--- src/pkg/icsd_map.svh ---
`ifndef ICSD_MAP_SVH
`define ICSD_MAP_SVH
// ----------------------------------------
// Decode ranges (host I/O byte addresses)
// ----------------------------------------
`define ICSD_ADDR_W 10
`define ICSD_PRI_CMD_BASE 10'h1F0
`define ICSD_SEC_CMD_BASE 10'h170
`define ICSD_CMD_MASK 10'h3F8
`define ICSD_PRI_CTL_BASE 10'h3F6
`define ICSD_SEC_CTL_BASE 10'h376
`define ICSD_CTL_MASK 10'h3FE
`define ICSD_XT_BASE 10'h320
`define ICSD_XT_MASK 10'h3FC
// ----------------------------------------
// Reset values
// ----------------------------------------
`define ICSD_STRAP_RST 4'h0
`endif

--- src/pkg/icsd_pkg.sv ---
package icsd_pkg;
	// ----------------------------------------
	// Types
	// ----------------------------------------
	// Strap values latched while reset is held
	typedef struct packed {
		logic serial_addr_strap_hi;
		logic serial_addr_strap_lo;
		logic disk_addr_strap;
		logic floppy_addr_strap;
	} icsd_strap_t;
	// Decoded select outputs, all active low
	typedef struct packed {
		logic low_byte_buf_en_n;
		logic high_byte_buf_en_n;
		logic disk_cs_first_n;
		logic disk_cs_second_n;
	} icsd_sel_t;
	// Reset phase of the strap sampler
	typedef enum logic [0:0] {
		ICSD_ST_STRAP = 1'b0,
		ICSD_ST_RUN = 1'b1
	} icsd_state_t;
endpackage

--- src/verilog/icsd_decoder.sv ---
`timescale 1ns/1ps
`default_nettype none
`include "icsd_map.svh"
module icsd_decoder (
	// Clock and reset
	input wire logic sys_clk_i,
	input wire logic rst_i,
	// Host I/O bus
	input wire logic [`ICSD_ADDR_W-1:0] io_addr_i,
	input wire logic io_cycle_i,
	input wire logic dma_ack_n_i,
	// Configuration
	input wire logic ide_enable_i,
	input wire logic at_mode_i,
	input wire logic secondary_i,
	// Disk side
	input wire logic wide_xfer_indicator_n_i,
	// Strap pins, read back from the shared pads
	input wire icsd_pkg::icsd_strap_t strap_pin_i,
	// Pad drivers, enable low while driving
	output icsd_pkg::icsd_sel_t sel_o,
	output logic sel_oe_n_o,
	// Latched straps
	output icsd_pkg::icsd_strap_t strap_o
);
	import icsd_pkg::*;

	// ----------------------------------------
	// Input synchronisers
	// ----------------------------------------
	localparam int SYNC_W = `ICSD_ADDR_W + 6;
	logic [SYNC_W-1:0] raw_in;
	logic [SYNC_W-1:0] syn_in;
	logic [`ICSD_ADDR_W-1:0] addr;
	logic cyc;
	logic dack_n;
	logic ide_en;
	logic at;
	logic sec;
	logic wide_n;
	icsd_strap_t strap_syn;

	// All pins come from the host bus or the board, not this clock.
	// Address bits cross one by one, so a select may show a stray value
	// for one cycle while the host moves the address.
	assign raw_in = {io_addr_i, io_cycle_i, dma_ack_n_i, ide_enable_i,
		at_mode_i, secondary_i, wide_xfer_indicator_n_i};

	icsd_sync2 #(.W(SYNC_W)) u_sync (
		.sys_clk_i(sys_clk_i),
		.rst_i(rst_i),
		.d_i(raw_in),
		.q_o(syn_in)
	);

	// Strap sync is never cleared, as it must keep sampling through reset
	icsd_sync2 #(.W(4)) u_sync_strap (
		.sys_clk_i(sys_clk_i),
		.rst_i(1'b0),
		.d_i(strap_pin_i),
		.q_o(strap_syn)
	);

	assign addr = syn_in[SYNC_W-1 -: `ICSD_ADDR_W];
	assign cyc = syn_in[5];
	assign dack_n = syn_in[4];
	assign ide_en = syn_in[3];
	assign at = syn_in[2];
	assign sec = syn_in[1];
	assign wide_n = syn_in[0];

	// ----------------------------------------
	// Strap capture
	// ----------------------------------------
	// Pads are released while reset is held so the board can drive straps.
	// Sampling goes on every cycle of reset and the last value is kept;
	// a strap that moves in the last cycle of reset is missed.
	icsd_state_t state;
	icsd_state_t next_state;
	icsd_strap_t strap_q;
	icsd_strap_t next_strap;

	always_comb begin
		next_state = state;
		next_strap = strap_q;
		unique case (state)
			ICSD_ST_STRAP: begin
				// Latch on every reset cycle
				next_strap = strap_syn;
				if (!rst_i) begin
					next_state = ICSD_ST_RUN;
				end
			end
			ICSD_ST_RUN: begin
				next_state = ICSD_ST_RUN;
			end
		endcase
		if (rst_i) begin
			next_state = ICSD_ST_STRAP;
		end
	end

	always_ff @(posedge sys_clk_i) begin
		state <= next_state;
		strap_q <= next_strap;
	end

	// ----------------------------------------
	// Address decode
	// ----------------------------------------
	logic hit_cmd;
	logic hit_ctl;
	logic hit_xt;
	logic hit_xt_ctl;
	icsd_sel_t next_sel;

	always_comb begin
		hit_cmd = (addr & `ICSD_CMD_MASK) ==
			(sec ? `ICSD_SEC_CMD_BASE : `ICSD_PRI_CMD_BASE);
		hit_ctl = (addr & `ICSD_CTL_MASK) ==
			(sec ? `ICSD_SEC_CTL_BASE : `ICSD_PRI_CTL_BASE);
		hit_xt = ((addr & `ICSD_XT_MASK) == `ICSD_XT_BASE) &&
			(cyc || !dack_n);
		hit_xt_ctl = (addr & `ICSD_CTL_MASK) == `ICSD_PRI_CTL_BASE;
		// Inactive by default
		next_sel = '1;
		if (ide_en && state == ICSD_ST_RUN) begin
			if (at) begin
				if (cyc) begin
					// Low byte on both ranges
					next_sel.low_byte_buf_en_n = !(hit_cmd || hit_ctl);
					// High byte gated by 16-bit indicator
					next_sel.high_byte_buf_en_n = !(hit_cmd && !wide_n);
					next_sel.disk_cs_first_n = !hit_cmd;
					next_sel.disk_cs_second_n = !hit_ctl;
				end
			end else begin
				// XT decode; high byte stays off
				next_sel.low_byte_buf_en_n = !hit_xt;
				next_sel.disk_cs_first_n = !hit_xt;
				next_sel.disk_cs_second_n = !(cyc && hit_xt_ctl);
			end
		end
	end

	// Outputs registered; pads float during reset for strap reading
	always_ff @(posedge sys_clk_i) begin
		if (rst_i) begin
			sel_o <= '1;
			sel_oe_n_o <= 1'b1;
			strap_o <= icsd_strap_t'(`ICSD_STRAP_RST);
		end else begin
			sel_o <= next_sel;
			sel_oe_n_o <= 1'b0;
			strap_o <= strap_q;
		end
	end
endmodule
`default_nettype wire

--- src/verilog/icsd_sync2.sv ---
`timescale 1ns/1ps
`default_nettype none
// ----------------------------------------
// Two-flop synchroniser, one per bit
// ----------------------------------------
module icsd_sync2 #(
	parameter int W = 1
) (
	// Clock and reset
	input wire logic sys_clk_i,
	input wire logic rst_i,
	// Data
	input wire logic [W-1:0] d_i,
	output logic [W-1:0] q_o
);
	logic [W-1:0] meta;
	logic [W-1:0] next_meta;
	logic [W-1:0] next_q;

	// First stage feeds only the second stage
	always_comb begin
		next_meta = d_i;
		next_q = meta;
	end

	// Both stages registered
	always_ff @(posedge sys_clk_i) begin
		if (rst_i) begin
			meta <= '0;
			q_o <= '0;
		end else begin
			meta <= next_meta;
			q_o <= next_q;
		end
	end
endmodule
`default_nettype wire
--- config.mk ---
export PLATFORM = sky130hd
export DESIGN_NAME = icsd_decoder
export DESIGN_NICKNAME = d
export VERILOG_FILES = /design/src/pkg/icsd_pkg.sv /design/src/verilog/icsd_decoder.sv /design/src/verilog/icsd_sync2.sv
export VERILOG_INCLUDE_DIRS = /design/src /design/src/pkg
export SDC_FILE = /design/constraint.sdc
export NUM_CORES = 1
export LEC_CHECK = 0
export ABC_AREA = 1
export BUFFER_PORTS_ARGS = -buffer_cell sky130_fd_sc_hd__buf_4
export CORE_MARGIN = 3
export CORE_UTILIZATION = 53
export CTS_CLUSTER_SIZE = 25
export DETAILED_ROUTE_END_ITERATION = 8
export PLACE_DENSITY = 0.77
export SLEW_MARGIN = 20
export SYNTH_ARGS = -nofsm -noshare
export SYNTH_HDL_FRONTEND = slang
export SYNTH_HIERARCHICAL = 1
export SYNTH_SLANG_ARGS = --single-unit
--- constraint.sdc ---
create_clock -name sys_clk_i -period 1.2 [get_ports sys_clk_i]
set_input_delay 0.06 -clock sys_clk_i [delete_from_list [all_inputs] [get_ports sys_clk_i]]
set_output_delay 0.06 -clock sys_clk_i [all_outputs]
set_load 0.03 [all_outputs]
* Word level (Yosys, flattened, before mapping) *
Cells that the tools add are included.

storage, ports and cells
  register bits after elaboration = 54
  input bits = 22
  output and inout bits = 9
  logic and storage cells = 48

operators by class
  equality and inequality tests = 4
  mux-type cells = 7
  bitwise operators = 3
  reduce and logical (&&, ||, !) cells = 16

operator list
  cell                count
  $mux 8              2
  $eq 10x10->1        1
  $eq 10x9->1         1
  $eq 9x9->1 const B  1
  $eq 8x8->1 const B  1
  $logic_not 1->1     8
  $logic_and 1x1->1   4
  $mux 4              1
  $reduce_or 4->1     1
  $mux 1              3
  $not 1->1           3
  $logic_or 1x1->1    2
  $mux 2              1
  $reduce_or 2->1     1

* Logic depth before layout (Yosys ltp) *
  word-level depth = 6
  mapped depth = 7
  gate-level depth less buffers = 7

* Modules after synthesis *
Netlist, hierarchy kept.

modules (own cells, without submodules)
  module                     instances  cells an instance  area each (sq um)  seq. area each (sq um)
  icsd_sync2 (u_sync)        1          99                 914.6              640.6
  icsd_decoder               1          62                 535.5              320.3
  icsd_sync2 (u_sync_strap)  1          25                 231.5              160.2

* Least setup slack after synthesis *
Ideal clock, no wire load.

  kind = register to register
  from = register u_sync.q_o[13]
  to = register sel_o[3] (netlist bit)
  setup time = 0.113 ns
  arrival time = 0.759 ns
  required time = 1.087 ns
  path slack = 0.328 ns
  cell stages (with the launch flop) = 8
  buffers on the path = 0
  clock period less this slack = 0.872 ns
  path through = dfxtp_1 -> inv_1 -> nand2_1 -> nand2_1 -> nor2_2 -> nand2_1 -> nand3_1 -> nand2_1

on the way
  word-level cells in the longest chain between the ends = 5
  elaborated cells on any way between the ends = 9
  those cells by class = eq/ne: 3; mux: 2; reduce/logical: 4

ends and longest elaborated chain
  what                                         RTL line                                  RTL
  from (decl)                                  icsd_sync2.sv:14                          output logic [W-1:0] q_o
  from (signal assigned)                       icsd_sync2.sv:33                          q_o <= next_q;
  $eq 10x9->1 or $eq 10x10->1 (tied branches)  icsd_decoder.sv:118, icsd_decoder.sv:120
  $logic_or 1x1->1                             icsd_decoder.sv:131                       next_sel.low_byte_buf_en_n = !(hit_cmd || hit_ctl);
  $logic_not 1->1                              icsd_decoder.sv:131
  $mux 4                                       icsd_decoder.sv:129                       if (cyc) begin
  $mux 1 *                                     icsd_decoder.sv:128                       if (at) begin
  to (signal assigned)                         icsd_decoder.sv:153                       sel_o <= next_sel;
  to (decl)                                    icsd_decoder.sv:21                        output icsd_pkg::icsd_sel_t sel_o,

Every way passes the cells marked *; elsewhere a longest branch is shown, timed or not.
A chain may end at the register's enable or synchronous reset.

* Worst setup path after layout *
  from = input rst_i
  to = register u_sync.meta[14]

RTL lines
  what                  RTL line           RTL
  from (decl)           icsd_decoder.sv:7  input wire logic rst_i,
  to (signal assigned)  icsd_sync2.sv:32   meta <= next_meta;
  to (decl)             icsd_sync2.sv:16   logic [W-1:0] meta;

No word-level cell between the ends.

==> results by group <==
Clocking
  • Longest Clk Path Bufs: 2
  • Post-CTS setup buffer count: 0
  • CTS tree: built
  • CTS buffer count: 5
  • CTS HTree Levels: 2
  • Skew-Pair Late Insertion Delay: 0.37 ns
  • Clk slew on worst S/H paths: around 0.15 ns
  • Root buffer selected by CTS: clkbuf_4
  • TritonCTS Sinks: 52

Power
  • Clock power share: 32.2%
  • Pint: 2.48 mW
  • VDD IR max: ~0.0013 V
  • Sequential power share: 59.0%
  • P_leak: 1.10 nW
  • Comb power frac: 8.8%
  • Switch share: 21.2%
  • Switching power: roughly 0.67 mW
  • Power Dens Cells: 1380 nW/um2

Timing
  • Final setup vio count: 0
  • Tcrit/Tclk final: 99.2%
  • Final Hold Viols: 0
  • F_max: ~840 MHz
  • Post-route minimum period: 1.19 ns
  • Slack of the critical path: about 0.01 ns
  • Slew Viols, Final: 0
  • Skew final: slightly above 0.02 ns

Finish
  • Share of layout cells above drive strength 1: roughly 17%
  • Fin util: 80.3%
  • Syn-to-layout area delta: 39.7%
  • Sequential Area: 1080 um2
  • Fill cells: 158
  • Final nets: 268
  • # diodes: 0
  • Multi-input gate area: 323 um2

Logic synthesis
  • Net count after synthesis: 202
  • Ys Warns: 6
  • Cell Area, Synth: about 1600 um2
  • Synth Area per Inst: 9.04 um2
  • Gate Count Post-Synth: 180

Run status
  • Outcome: finished, final reports clean

Worst setup path
  • CP dominant cell by count: dlygate4sd3_1
  • Worst EP required: roughly 1.5 ns
  • CP peak stage delay: 0.57 ns
  • CP Buf/Inv Count: 3
  • Cells along the critical path: dlygate4sd3_1, buf_6, nor2_1, dlygate4sd3_1
  • Setup CP Type: in -> reg
  • WP data arrival: 1.50 ns
  • CP max stage cell: dlygate4sd3_1
  • Critical Path Source Type: input port
  • Largest delay share family, worst path: buffers and inverters
  • CP endpoint kind: register
  • Max FO, Critical Path: 17
  • Flop-to-flop setup slack: 0.22 ns

Detailed routing
  • Residual DRC: 0
  • Routed WL per cell: ~13 um
  • First drt pass iteration count: 4
  • Initial DRC count: 29
  • ANT nets after route: 0
  • Via/cell ratio: 4.47
  • Vias: between 1000 and 1500
  • Routed wire length: 3480 um

Min path
  • Worst min path class: reg -> reg

Global route
  • Vias in the first global route: between 1000 and 1500
  • GR Overflow Total: 0
  • Largest net degree at the start of global routing: 21
  • First-pass GRT wire length: ~5300 um
  • Initial antenna violation count: 0
  • GRT Util Overall: approximately a fifth

Die
  • Die area: 3770 um2
  • Core area: 2830 um2
  • Starting Density: 57.5%
  • # rows: 19
  • DIE HEIGHT: 61.4 um
  • Ports: 31
  • Die span in x: 61.4 um

Placed design
  • Post-Place Setup Slack: 0.259 ns
  • PortBufs: 29
  • Final GP Congestion: 0.707
  • Detail Placement HPWL: 1610 um

Run
  • Max Cap Viol: 0
final cells by class:
class	instances	area share (%)
Multi-Input combinational cell	76	14.2
Tap cell	31	1.71
Clock inverter	2	1.71
Inverter	48	7.93
Clock buffer	6	2.26
Timing Repair Buffer	63	24.6
Sequential cell	52	47.6
what timing repair did:
action                                 in CTS  in global routing
hold buffers                               33                  0
endpoints found under the hold margin      22                  0
gates resized for setup                     0                  2
setup endpoints to repair                   0                  3
flip-flops by register name (all words and copies together), names as in the netlist:
signal and flops:
sel_o 4, sel_oe_n_o 1, state 1, strap_o 4
strap_q 4, u_sync/meta 15, u_sync/q_o 15, u_sync_strap/meta 4
u_sync_strap/q_o 4
stage by stage:
step	std cells	power (mW)	cell area, um2	hold WS [ns]	setup TNS [ns]
6_report	278	3.15	2270	0.421	0
5_1_grt	278	3.25	2270	0.424	-0.0120
4_1_cts	278	3.12	2270	0.409	0
3_5_place_dp	237	2.06	1850	0.268	0
3_3_place_gp	237	2.05	1850	0.260	0
2_1_floorplan	180	1.99	1630	0.0877	0
power by group through the flow:
stage	Sequential (mW)	Combinational (mW)	Clock, mW
2_1_floorplan	1.90	0.0876	0
3_3_place_gp	1.89	0.162	0
3_5_place_dp	1.89	0.170	0
4_1_cts	1.85	0.253	1.02
5_1_grt	1.86	0.301	1.09
6_report	1.86	0.278	1.01
layer usage:
layer | vias up | global-route usage, % | share of wire (%)
li1 | 635 | - | -
met1 | 564 | 21.1 | 40
met2 | 39 | 36.9 | 53
met3 | 6 | 7.13 | 4.5
met4 | 0 | 9.09 | 1.8
met5 | - | 0 | 0
final timing paths:
kind	startpoint	to	depth (start not counted)
setup / recovery	rst_i	u_sync/meta[14]	4
hold / removal	u_sync/meta[1]	u_sync/q_o[1]	2
hold reg to reg	u_sync/meta[1]	u_sync/q_o[1]	2
setup reg to reg	u_sync/q_o[13]	sel_o[0]	7
cell usage in the layout (no fill, tap or decap):
cell type	n
nor3_1	1
buf_4	29
nand4_1	1
dlygate4sd3_1	33
nand3b_1	1
nand3_4	1
o21ai_1	1
nor2_2	2
clkbuf_8	1
inv_1	46
clkbuf_4	5
or2_1	1
edfxtp_1	4
nand3_1	6
dfxtp_1	48
bufinv_16	1
clkinv_4	1
conb_1	1
nand2_1	12
inv_2	2
nor2_1	49
buf_6	1
worst register-to-register path: stages (launching register included):
cell and delay (ns):
dfxtp_1 0.38, inv_1 0.05, nand2_1 0.05, nand2_1 0.05, nor2_2 0.13, nand2_1 0.07
o21ai_1 0.08, nand2_1 0.06
Note: power is estimated with default switching activity, not from simulation.
